File: src/logic/oisi_pkg.sv
`default_nettype none
package oisi_pkg;

    // Line count and register port widths.
    localparam int LINE_N = 8;
    localparam int ADDR_W = 8;
    localparam int DATA_W = 16;

    // Register offsets on the plain register port.
    localparam logic [ADDR_W-1:0] ADDR_IDENT = 8'h01;
    localparam logic [ADDR_W-1:0] ADDR_VERSION = 8'h02;
    localparam logic [ADDR_W-1:0] ADDR_STATE_LINE3 = 8'h03;
    localparam logic [ADDR_W-1:0] ADDR_STATE_LINE1 = 8'h09;
    localparam logic [ADDR_W-1:0] ADDR_INVERT_LINE1 = 8'h0B;
    localparam logic [ADDR_W-1:0] ADDR_SUBVER = 8'h33;

    // Value limits and reset values.
    localparam logic [DATA_W-1:0] IDENT_ABSENT = 16'h0000;
    localparam logic [DATA_W-1:0] IDENT_MAX = 16'h0257;
    localparam logic [DATA_W-1:0] VERSION_MAX = 16'h270F;
    localparam logic [DATA_W-1:0] SUBVER_MAX = 16'h0063;
    localparam logic [DATA_W-1:0] READ_IDLE = 16'h0000;
    localparam logic [LINE_N-1:0] LINE_RESET = 8'h00;
    localparam int LINE3_INDEX = 2;

    // Status refresh timing.
    localparam int STATUS_PERIOD_MS = 4;
    localparam int CLK_FREQ_MHZ = 125;
    localparam int US_PER_MS = 1000;
    localparam int STATUS_TICK_CYCLES = STATUS_PERIOD_MS * US_PER_MS * CLK_FREQ_MHZ;
    localparam int TICK_W = 20;

    // Register port request.
    typedef struct packed {
        logic [ADDR_W-1:0] addr;
        logic [DATA_W-1:0] wdata;
        logic wr;
        logic rd;
    } oisi_req_s;

    // Synchroniser state.
    typedef struct packed {
        logic [LINE_N-1:0] meta;
        logic [LINE_N-1:0] stable;
    } oisi_sync_s;

    // Refresh timer state.
    typedef struct packed {
        logic [TICK_W-1:0] cnt;
        logic tick;
    } oisi_tick_s;

    // Core state.
    typedef struct packed {
        logic loaded;
        logic [DATA_W-1:0] ident;
        logic [DATA_W-1:0] version;
        logic [DATA_W-1:0] subver;
        logic [LINE_N-1:0] invert_reg;
        logic [LINE_N-1:0] invert_act;
        logic [LINE_N-1:0] line_state;
        logic [LINE_N-1:0] line_value;
        logic [DATA_W-1:0] rdata;
    } oisi_core_s;

endpackage
`default_nettype wire

File: src/logic/oisi_sync.sv
`timescale 1ns/100ps
`default_nettype none
module oisi_sync
    import oisi_pkg::*;
(
    // Clock and reset.
    input wire logic clk,
    input wire logic rstn,
    // Lines.
    input wire logic [LINE_N-1:0] line_in,
    output logic [LINE_N-1:0] line_sync
);

    oisi_sync_s q;
    oisi_sync_s d;

    // Two flops per line; only the second stage is read.
    always_comb
    begin
        d = q;
        d.meta = line_in; // RULE_11
        d.stable = q.meta; // RULE_11
    end

    // State register.
    always_ff @(posedge clk or negedge rstn)
    begin
        if (!rstn)
        begin
            q <= '0;
        end
        else
        begin
            q <= d;
        end
    end

    assign line_sync = q.stable;

    // The stable stage shows the line two edges late.
    AST_SYNC_TWO_STAGE: assert property (@(posedge clk) disable iff (!rstn) // RULE_11
        ##2 (line_sync == $past(line_in, 2)))
        else $error("Synchroniser latency is not two cycles.");

endmodule
`default_nettype wire

File: src/logic/oisi_tick.sv
`timescale 1ns/100ps
`default_nettype none
module oisi_tick
    import oisi_pkg::*;
#(
    parameter int PERIOD = STATUS_TICK_CYCLES
)
(
    // Clock and reset.
    input wire logic clk,
    input wire logic rstn,
    // Refresh strobe.
    output logic tick
);

    localparam logic [TICK_W-1:0] LAST = TICK_W'(PERIOD - 1);

    oisi_tick_s q;
    oisi_tick_s d;

    // Free running counter with one pulse per period.
    always_comb
    begin
        d = q;
        d.tick = (q.cnt == LAST); // RULE_07
        if (q.cnt == LAST)
        begin
            d.cnt = '0;
        end
        else
        begin
            d.cnt = q.cnt + 1'b1;
        end
    end

    // State register.
    always_ff @(posedge clk or negedge rstn)
    begin
        if (!rstn)
        begin
            q <= '0;
        end
        else
        begin
            q <= d;
        end
    end

    assign tick = q.tick;

    // A strobe follows the last count of the period.
    AST_TICK_AT_WRAP: assert property (@(posedge clk) disable iff (!rstn) // RULE_07
        (q.cnt == LAST) |=> (tick && q.cnt == '0))
        else $error("Refresh strobe missing at counter wrap.");

endmodule
`default_nettype wire

File: src/logic/oisi_core.sv
`timescale 1ns/100ps
`default_nettype none
// Operation
// RULE_01: Identity reads zero without a fitted module, else the fixed module identity.
// RULE_02: Identity is read-only, loaded once after reset, within 0 to 599.
// RULE_03: Host saves parameters and module identity only on its save command.
// RULE_04: Host trips at power-up on changed or missing module identity.
// RULE_05: Version reads as major.minor value plus a separate two-digit sub-version.
// RULE_06: Eight read-only state bits; offsets 3-8 lines 3-8, 9 line 1, 10 line 2.
// RULE_07: State bits refresh every 4 ms, 0 off, 1 on, reset to 0.
// RULE_08: State bits keep refreshing while fast update is selected.
// RULE_09: Eight read-write invert bits, reset off, sampled continuously in background.
// RULE_10: Each invert bit flips its own line's sense under standard update.
// RULE_11: Each line passes two synchroniser flops before capture.
module oisi_core
    import oisi_pkg::*;
#(
    parameter logic [DATA_W-1:0] MODULE_ID = 16'h0123, // Arbitrary identity value.
    parameter logic [DATA_W-1:0] SW_VERSION = 16'h0064,
    parameter logic [DATA_W-1:0] SW_SUBVER = 16'h0001,
    parameter int STATUS_TICKS = STATUS_TICK_CYCLES
)
(
    // Clock and reset.
    input wire logic clk,
    input wire logic rstn,
    // Register port.
    input wire oisi_req_s req,
    output logic [DATA_W-1:0] rdata,
    // Slot and mode.
    input wire logic module_present,
    input wire logic fast_update_en,
    // Digital lines 1 to 8.
    input wire logic [LINE_N-1:0] digital_line_in,
    output logic [LINE_N-1:0] digital_line_value
);

    oisi_core_s q;
    oisi_core_s d;
    logic [LINE_N-1:0] line_sync;
    logic tick;

    // Address of the state bit for line index i.
    function automatic logic [ADDR_W-1:0] state_addr(input int i);
        logic [ADDR_W-1:0] a;
        a = ADDR_STATE_LINE1;
        if (i < LINE3_INDEX)
        begin
            a = ADDR_W'(ADDR_STATE_LINE1 + i);
        end
        else
        begin
            a = ADDR_W'(ADDR_STATE_LINE3 + i - LINE3_INDEX);
        end
        return a;
    endfunction

    // Address of the invert bit for line index i.
    function automatic logic [ADDR_W-1:0] invert_addr(input int i);
        return ADDR_W'(ADDR_INVERT_LINE1 + i);
    endfunction

    // Line synchroniser.
    oisi_sync u_sync (
        .clk(clk),
        .rstn(rstn),
        .line_in(digital_line_in),
        .line_sync(line_sync)
    );

    // Status refresh timer.
    oisi_tick #(
        .PERIOD(STATUS_TICKS)
    ) u_tick (
        .clk(clk),
        .rstn(rstn),
        .tick(tick)
    );

    // Next-state logic for load, refresh, invert sampling and the register port.
    always_comb
    begin
        logic hit;
        hit = 1'b0;
        d = q;
        // Fixed values are written once, on the first edge after reset.
        if (!q.loaded)
        begin
            d.loaded = 1'b1;
            d.ident = (MODULE_ID > IDENT_MAX) ? IDENT_MAX : MODULE_ID; // RULE_02
            d.version = (SW_VERSION > VERSION_MAX) ? VERSION_MAX : SW_VERSION; // RULE_05
            d.subver = (SW_SUBVER > SUBVER_MAX) ? SUBVER_MAX : SW_SUBVER; // RULE_05
        end
        // Invert settings are picked up by the logic every cycle.
        // The registered copy keeps the port's write timing out of the line path.
        d.invert_act = q.invert_reg; // RULE_09
        // Line states are captured on the refresh strobe whatever the mode.
        if (tick)
        begin
            d.line_state = line_sync; // RULE_07 RULE_08
        end
        // Fast update passes lines straight; standard update applies the inverts.
        if (fast_update_en)
        begin
            d.line_value = line_sync;
        end
        else
        begin
            d.line_value = line_sync ^ q.invert_act; // RULE_10
        end
        // Writes reach only the invert bits; all else is read-only.
        for (int i = 0; i < LINE_N; i++)
        begin
            if (req.wr && req.addr == invert_addr(i))
            begin
                d.invert_reg[i] = req.wdata[0]; // RULE_09
            end
        end
        // Read data stand for one cycle after the strobe, else zero.
        d.rdata = READ_IDLE;
        if (req.rd)
        begin
            if (req.addr == ADDR_IDENT)
            begin
                d.rdata = module_present ? q.ident : IDENT_ABSENT; // RULE_01
            end
            else if (req.addr == ADDR_VERSION)
            begin
                d.rdata = q.version; // RULE_05
            end
            else if (req.addr == ADDR_SUBVER)
            begin
                d.rdata = q.subver; // RULE_05
            end
            else
            begin
                // Only the first matching entry answers; the hit flag stops later ones.
                for (int i = 0; i < LINE_N; i++)
                begin
                    if (!hit && req.addr == state_addr(i))
                    begin
                        hit = 1'b1;
                        d.rdata = {{(DATA_W-1){1'b0}}, q.line_state[i]}; // RULE_06
                    end
                    else if (!hit && req.addr == invert_addr(i))
                    begin
                        hit = 1'b1;
                        d.rdata = {{(DATA_W-1){1'b0}}, q.invert_reg[i]}; // RULE_09
                    end
                end
            end
        end
    end

    // State register.
    always_ff @(posedge clk or negedge rstn)
    begin
        if (!rstn)
        begin
            q <= '0;
        end
        else
        begin
            q <= d;
        end
    end

    assign rdata = q.rdata;
    assign digital_line_value = q.line_value;

    // Identity reads zero with the slot empty.
    AST_IDENT_ABSENT: assert property (@(posedge clk) disable iff (!rstn) // RULE_01
        (req.rd && req.addr == ADDR_IDENT && !module_present) |=> (rdata == IDENT_ABSENT))
        else $error("Identity not zero with no module fitted.");

    // Identity reads the module value when fitted.
    AST_IDENT_PRESENT: assert property (@(posedge clk) disable iff (!rstn) // RULE_01
        (req.rd && req.addr == ADDR_IDENT && module_present && q.loaded) |=> (rdata == MODULE_ID))
        else $error("Identity wrong with module fitted.");

    // Identity never changes after loading and stays in range.
    AST_IDENT_FROZEN: assert property (@(posedge clk) disable iff (!rstn) // RULE_02
        q.loaded |=> ($stable(q.ident) && q.ident <= IDENT_MAX))
        else $error("Identity changed after load.");

    // Version pair reads back the loaded values.
    AST_VERSION_READ: assert property (@(posedge clk) disable iff (!rstn) // RULE_05
        (req.rd && q.loaded && (req.addr == ADDR_VERSION || req.addr == ADDR_SUBVER))
        |=> (rdata == ($past(req.addr) == ADDR_VERSION ? SW_VERSION : SW_SUBVER)))
        else $error("Version read mismatch.");

    // Line 1 sits at the ninth state offset and line 3 at the third.
    AST_STATE_MAP: assert property (@(posedge clk) disable iff (!rstn) // RULE_06
        (req.rd && (req.addr == ADDR_STATE_LINE1 || req.addr == ADDR_STATE_LINE3))
        |=> (rdata[0] == ($past(req.addr) == ADDR_STATE_LINE1 ? $past(q.line_state[0])
        : $past(q.line_state[LINE3_INDEX])) && rdata[DATA_W-1:1] == '0))
        else $error("State bit mapping wrong.");

    // States hold between strobes.
    AST_STATE_HOLD: assert property (@(posedge clk) disable iff (!rstn) // RULE_07
        !tick |=> $stable(q.line_state))
        else $error("State changed without refresh strobe.");

    // States track the lines on each strobe even in fast mode.
    AST_STATE_TRACK: assert property (@(posedge clk) disable iff (!rstn) // RULE_08
        (tick && fast_update_en) |=> (q.line_state == $past(line_sync)))
        else $error("State not refreshed in fast mode.");

    // A written invert bit reaches the logic two cycles later.
    AST_INVERT_BG: assert property (@(posedge clk) disable iff (!rstn) // RULE_09
        (req.wr && req.addr == ADDR_INVERT_LINE1) |-> ##2 (q.invert_act[0] == $past(req.wdata[0], 2)))
        else $error("Invert setting not sampled.");

    // Standard update applies the inverts per line.
    AST_STD_INVERT: assert property (@(posedge clk) disable iff (!rstn) // RULE_10
        !fast_update_en |=> (digital_line_value == ($past(line_sync) ^ $past(q.invert_act))))
        else $error("Standard update invert wrong.");

    // Read data fall back to zero after any cycle without a read strobe.
    AST_READ_IDLE: assert property (@(posedge clk) disable iff (!rstn) // RULE_06
        !req.rd |=> (rdata == READ_IDLE))
        else $error("Read data did not return to zero.");

    // A write has no answer on the read data.
    AST_WRITE_NO_ANSWER: assert property (@(posedge clk) disable iff (!rstn) // RULE_09
        (req.wr && !req.rd) |=> (rdata == READ_IDLE))
        else $error("Write produced read data.");

    // Addresses above the sub-version are unmapped and read as zero.
    AST_UNMAPPED_READ: assert property (@(posedge clk) disable iff (!rstn) // RULE_06
        (req.rd && req.addr > ADDR_SUBVER) |=> (rdata == READ_IDLE))
        else $error("Unmapped read returned data.");

    // Single-bit registers answer with all upper bits zero.
    AST_BIT_UPPER_ZERO: assert property (@(posedge clk) disable iff (!rstn) // RULE_06
        (req.rd && req.addr >= ADDR_STATE_LINE3 && req.addr <= invert_addr(LINE_N-1))
        |=> (rdata[DATA_W-1:1] == '0))
        else $error("Upper bits set on a single-bit read.");

    // Writes to the identity are ignored, so software cannot alter the loaded value.
    AST_IDENT_WRITE: assert property (@(posedge clk) disable iff (!rstn) // RULE_02
        (req.wr && req.addr == ADDR_IDENT) |=> $stable(q.ident))
        else $error("Identity altered by a write.");

    // The load flag never drops once set, so the fixed values are written only once.
    AST_LOADED_HOLD: assert property (@(posedge clk) disable iff (!rstn) // RULE_02
        q.loaded |=> q.loaded)
        else $error("Load flag dropped after power-up.");

    // Both version values stay fixed and in range after loading.
    AST_VERSION_FROZEN: assert property (@(posedge clk) disable iff (!rstn) // RULE_05
        q.loaded |=> ($stable(q.version) && $stable(q.subver)
        && q.version <= VERSION_MAX && q.subver <= SUBVER_MAX))
        else $error("Version values changed after load.");

    // The active invert copy trails the register by exactly one cycle.
    AST_INVERT_COPY: assert property (@(posedge clk) disable iff (!rstn) // RULE_09
        ##1 (q.invert_act == $past(q.invert_reg)))
        else $error("Invert copy not refreshed.");

    // The refresh strobe lasts a single cycle.
    AST_TICK_SINGLE: assert property (@(posedge clk) disable iff (!rstn) // RULE_07
        tick |=> !tick)
        else $error("Refresh strobe longer than one cycle.");

    // Per-line checks of the state bits, the invert bits and both update paths.
    for (genvar g = 0; g < LINE_N; g++)
    begin : g_line_chk
        // A state bit reads back in bit 0 with all upper bits zero.
        AST_STATE_READ: assert property (@(posedge clk) disable iff (!rstn) // RULE_06
            (req.rd && req.addr == state_addr(g))
            |=> (rdata == {{(DATA_W-1){1'b0}}, $past(q.line_state[g])}))
            else $error("State bit read wrong.");

        // An invert bit reads back in bit 0 with all upper bits zero.
        AST_INVERT_READ: assert property (@(posedge clk) disable iff (!rstn) // RULE_09
            (req.rd && req.addr == invert_addr(g))
            |=> (rdata == {{(DATA_W-1){1'b0}}, $past(q.invert_reg[g])}))
            else $error("Invert bit read wrong.");

        // A write to an invert bit lands on the next edge.
        AST_INVERT_WRITE: assert property (@(posedge clk) disable iff (!rstn) // RULE_09
            (req.wr && req.addr == invert_addr(g)) |=> (q.invert_reg[g] == $past(req.wdata[0])))
            else $error("Invert bit write lost.");

        // A write elsewhere leaves the invert bit alone.
        AST_INVERT_KEEP: assert property (@(posedge clk) disable iff (!rstn) // RULE_09
            (req.wr && req.addr != invert_addr(g)) |=> $stable(q.invert_reg[g]))
            else $error("Invert bit changed by another write.");

        // Each strobe copies the synchronised line into its state bit, whatever the mode.
        AST_STATE_REFRESH: assert property (@(posedge clk) disable iff (!rstn) // RULE_07
            tick |=> (q.line_state[g] == $past(line_sync[g])))
            else $error("State bit not refreshed on strobe.");

        // Standard update flips the line by its own invert bit.
        AST_STD_LINE: assert property (@(posedge clk) disable iff (!rstn) // RULE_10
            !fast_update_en |=> (digital_line_value[g] == ($past(line_sync[g]) ^ $past(q.invert_act[g]))))
            else $error("Line value wrong in standard update.");

        // Fast update passes the line without its invert.
        AST_FAST_PASS: assert property (@(posedge clk) disable iff (!rstn) // RULE_10
            fast_update_en |=> (digital_line_value[g] == $past(line_sync[g])))
            else $error("Line value wrong in fast update.");
    end

endmodule
`default_nettype wire

File: config.mk
export PLATFORM = sky130hd
export DESIGN_NAME = oisi_core
export DESIGN_NICKNAME = d
export VERILOG_FILES = /design/src/logic/oisi_pkg.sv /design/src/logic/oisi_sync.sv /design/src/logic/oisi_tick.sv /design/src/logic/oisi_core.sv
export SDC_FILE = /design/constraint.sdc
export NUM_CORES = 1
export LEC_CHECK = 0
export BUFFER_PORTS_ARGS = -buffer_cell sky130_fd_sc_hd__buf_2
export CAP_MARGIN = 20
export CELL_PAD_IN_SITES_DETAIL_PLACEMENT = 0
export CELL_PAD_IN_SITES_GLOBAL_PLACEMENT = 1
export CORE_UTILIZATION = 25
export CTS_CLUSTER_DIAMETER = 30
export DETAILED_ROUTE_END_ITERATION = 12
export PLACE_DENSITY_LB_ADDON = 0.1
export SLEW_MARGIN = 20
export SYNTH_ARGS = -nofsm -noshare
export SYNTH_HDL_FRONTEND = slang
export SYNTH_HIERARCHICAL = 1
export SYNTH_SLANG_ARGS = --single-unit
export TNS_END_PERCENT = 50
File: constraint.sdc
create_clock -name clk -period 2 [get_ports clk]
set_input_delay 0.4 -clock clk [delete_from_list [all_inputs] [get_ports clk]]
set_output_delay 0.4 -clock clk [all_outputs]
set_load 0.03 [all_outputs]
======== Word-level counts from Yosys, hierarchy flattened ========
Index checks and enable logic that the tools add are counted.
storage, ports and cells
  bits in registers ....................... 89
  word-level logic and storage cells ...... 168
cells by class
  $add $sub $neg .......................... 1
  equality and inequality tests ........... 20
  mux-type cells .......................... 97
  bitwise logic cells ..................... 1
  reduce and logical (&&, ||, !) cells .... 29
operators by type and width
  kind                                                   number
  2-to-1 mux 16 bit                                      18
  2-to-1 mux 8 bit                                       33
  equality test 8 bit                                    8
  2-to-1 mux 1 bit                                       44
  equality test 8 x 4 -> 1 bit, second input constant    5
  equality test 8 x 5 -> 1 bit, second input constant    3
  logical AND 1 bit                                      22
  adder 20 x 1 -> 20 bit, second input constant          1
  equality test 20 x 19 -> 1 bit, second input constant  1
  2-to-1 mux 20 bit                                      1
  2-to-1 mux 9 bit                                       1
  equality test 8 x 1 -> 1 bit, second input constant    1
  equality test 8 x 2 -> 1 bit, second input constant    1
  equality test 8 x 6 -> 1 bit, second input constant    1
  XOR 8 bit                                              1
  logical NOT 1 bit                                      7

======== Logic depth before layout (Yosys ltp) ========
  depth after elaboration ................. 67
  mapped depth ............................ 8
  gate-level depth less buffers ........... 6

======== By module ========
The synthesis kept the hierarchy.
by module, submodules not included
  module     times used  area an instance (µm²)  cells each  seq. area each (µm²)
  oisi_core  1           1904.3                  170         950.9
  oisi_tick  1           993.5                   92          525.5
  oisi_sync  1           400.4                   16          400.4

======== Least setup slack after synthesis ========
Ideal clock, no wire load.
  path type ............................... input -> register
  start point ............................. input port req[21] (netlist name)
  end point ............................... register q (netlist bit rdata[0])
  setup slack ............................. 0.406 ns
  arrival time ............................ 1.467 ns
  data required time ...................... 1.873 ns
  buffers on the path ..................... 2
  library setup time ...................... 0.127 ns
  stages .................................. 7
  cells stage by stage .................... buf_2 > nor2_2 > and4b_1 > buf_2 > a311o_1 > a32oi_1 > o21ai_1
RTL lines
  what                    line              text
  start: declaration      oisi_core.sv:28   input wire oisi_req_s req,
  end signal: assignment  oisi_core.sv:160  q <= '0;
  end signal: assignment  oisi_core.sv:164  q <= d;
  end: declaration        oisi_core.sv:38   oisi_core_s q;

==> qor.txt <==
Routed WL per cell: 13.47 microns
crit path DAT: 1.98 ns
total core area: 12720 sq um
TritonCTS clock tree: yes
Syn Inst Count: 278
Reg2Reg Setup Slack: 0.29 ns
CTS clk-pin slew, worst paths: 0.06 ns
main area contributors after synthesis: dfrtp_1 57%, buf_4 5.9%, mux2_2 5.1%
Synth warnings: 6
Crit Reg-Reg Endpoint: u_tick/q[18]
pin count of the biggest net entering global routing: 34
WHS: 0.006470 ns
WL final: 6627 microns
Resize count post-CTS: 0
die width: 116.9 microns
Unique masters post-synth: 52
die area: 13660 sq um
vias post-DR: 2064
Critical Path RT: 2.26 ns
Max Slew Vio Count: 0
Layout Utilization: 30.77%
share of post-route cells with drive strength above 1: 27.50%
Clock Tree Buf Depth: 2
initial core utilization: 25.92%
H-tree Lvls: 3
Mean Syn Cell Area: 11.86 sq um
largest area contributor in the netlist: dfrtp_1
post-route ant nets: 0
most used flip-flop cell after synthesis: dfrtp_1
Worst R2R Start: u_tick/q[8]
RSZ-0062 raised after global routing: no
FP Rows: 41
FMAX: 584.2 MHz
# setup viols final: 0
CTS Root Cell: clkbuf_16
Critical-path top delay cell: dfrtp_1
number of global-route vias before repair: 2101
maxcap violations: 0
Synth top area share: 56.90%
Async SR Flop Fraction: 100.0%
vias per cell: 4.195
Netlist Area Pre-Place: 3298 sq um
Fin. Hold Viols: 0
detailed placement HPWL: 4708 microns
total track usage: 11.27%
Setup TNS Final: 0 ns
#FFs+latches synth: 75
Fill cells: 1362
Worst Hold Class: input pin to asynchronous set/reset pin
Num CTS Buffers: 9
drt first-iter violations: 73
Worst Skew: 0.004614 ns
critical path cell sequence: nand4_4 > nor4_4 > or4b_1 > a21oi_1
setup bufs post-CTS: 0
P&R area growth vs syn: 18.70%
diode count: 0
crit-path max cell delay: 0.48 ns
global-route wire length before repair: 11160 microns
r2r worst-path depth: 4
Worst setup EP type: register
I/O Buffers: 36
sequential area share after synthesis: 56.90%
Ports: 62
GP Congestion: 0.6882
clock sink total: 75
initial antenna violation count: 0
worst skew pair latency: 0.34 ns
worst IR drop on VDD: 0.6093 mV
Hold-fix buffers, CTS: 0
critical path capture point: u_tick/q[18]
total power: 3409 uW
status: finished clean
router iterations before antenna repair: 4
Final #Nets: 354
pwr/cell area: 870.7 nW/um^2
die span in y: 116.9 microns
total leakage power: 0.001799 uW
period utilization: 85.59%
gr ovfl total: 0
drc violations: 0
Setup CP Type: register to register
Crit. Startpoint: u_tick/q[8]
Critical Path Start Type: register
Post-synth EDFFs: 0
Max FO, Critical Path: 7
crit path time final: 1.712 ns
metal layers:
metal	track usage (%)	up-vias	wire length, microns	share of wire, %
li1	-	1003	-	-
met1	13.63	1014	2955	45
met2	17.91	36	3233	49
met3	4.531	11	326	4.9
met4	4.557	0	112	1.7
met5	0	-	0	0
where the power goes:
group          total (uW)  leakage, uW  internal [uW]  switching (uW)
logic                 198     0.000683           63.8             134
clock network        1630     0.000148            999             635
registers            1580     0.000967           1560            18.4
total                3410      0.00180           2620             787
layout by cell type, fill, tap and decap left out, drive strengths merged, types with 2 or more instances in the layout:
master / n
a21oi: 7
a22oi: 2
and2: 3
and3: 5
buf: 47
clkbuf: 10
clkinv: 4
conb: 11
dfrtp: 75
inv: 4
mux2: 16
nand2: 16
nand2b: 10
nand3: 11
nand4: 7
nor2: 20
nor2b: 4
nor3: 2
nor4: 6
o211ai: 3
o21ai: 7
or3: 3
or4: 2
or4bb: 2
xnor2: 15
xor2: 9
worst max-delay path, delay by kind of cell (launching register included):
| kind | cells | cell delay (ns) |
|---|---|---|
| compound gates | 1 | 0.15 |
| flops | 1 | 0.48 |
| simple gates | 3 | 1.00 |
sequential cells by signal, indices dropped and copies added, names as in the netlist:
name and flops:
u_tick/tick 1, u_sync/line_sync 8, u_tick/q 20, digital_line_value 8, u_sync/d 8, q 18, rdata 4, d 8
cell usage after synthesis, types with 3 or more instances:
cell type,instances
buf_4,26
o211ai_1,3
dfrtp_1,75
nor2b_1,4
a21oi_1,7
nor4_1,4
or3_1,3
buf_2,3
nand2b_1,10
inv_1,4
nor2_1,19
nand4_1,5
nand3_1,11
o21ai_0,6
and3_1,4
xor2_1,9
xnor2_1,15
mux2_2,15
nand2_1,15
cells by family after synthesis:
group | count (synthesis) | synth area share, %
fa+ha+maj | 1 | 0.3793
simple gates | 99 | 18.21
mux | 16 | 5.576
buf+inv | 34 | 6.942
flops | 75 | 56.90
other cells | 2 | 0.2277
xor+xnor | 24 | 6.374
compound gates | 27 | 5.387
worst min path at each step:
stage                          end  slack, ns        start
6_report                     q[26]      0.006         rstn
5_1_grt                      q[35]       0.03         rstn
3_5_place_dp   u_sync/line_sync[5]       0.34  u_sync/d[5]
4_1_cts                      q[27]       0.01         rstn
3_3_place_gp   u_sync/line_sync[6]       0.33  u_sync/d[6]
2_1_floorplan                d[32]       0.10         rstn
through the flow:
step | setup slack [ns] | instance area, sq um | cells
after floorplan | 0.4059 | 3332 | 287
after global placement | 0.1319 | 3611 | 476
after detailed placement | 0.1385 | 3611 | 476
after CTS | 0.2582 | 3915 | 492
after global routing | 0.09486 | 3915 | 492
final | 0.2882 | 3915 | 492
layout make-up:
| cell class | instances | area [sq um] | share of cell area, % |
|---|---|---|---|
| Clock buffer | 10 | 239.0 | 6.104 |
| Clock inverter | 6 | 65.06 | 1.662 |
| Inverter | 4 | 15.01 | 0.3835 |
| Multi-Input combinational cell | 178 | 1226 | 31.32 |
| Sequential cell | 75 | 1877 | 47.94 |
| Tap cell | 172 | 215.2 | 5.497 |
| Timing Repair Buffer | 47 | 277.8 | 7.095 |
Power figures use the tool's default switching activity.
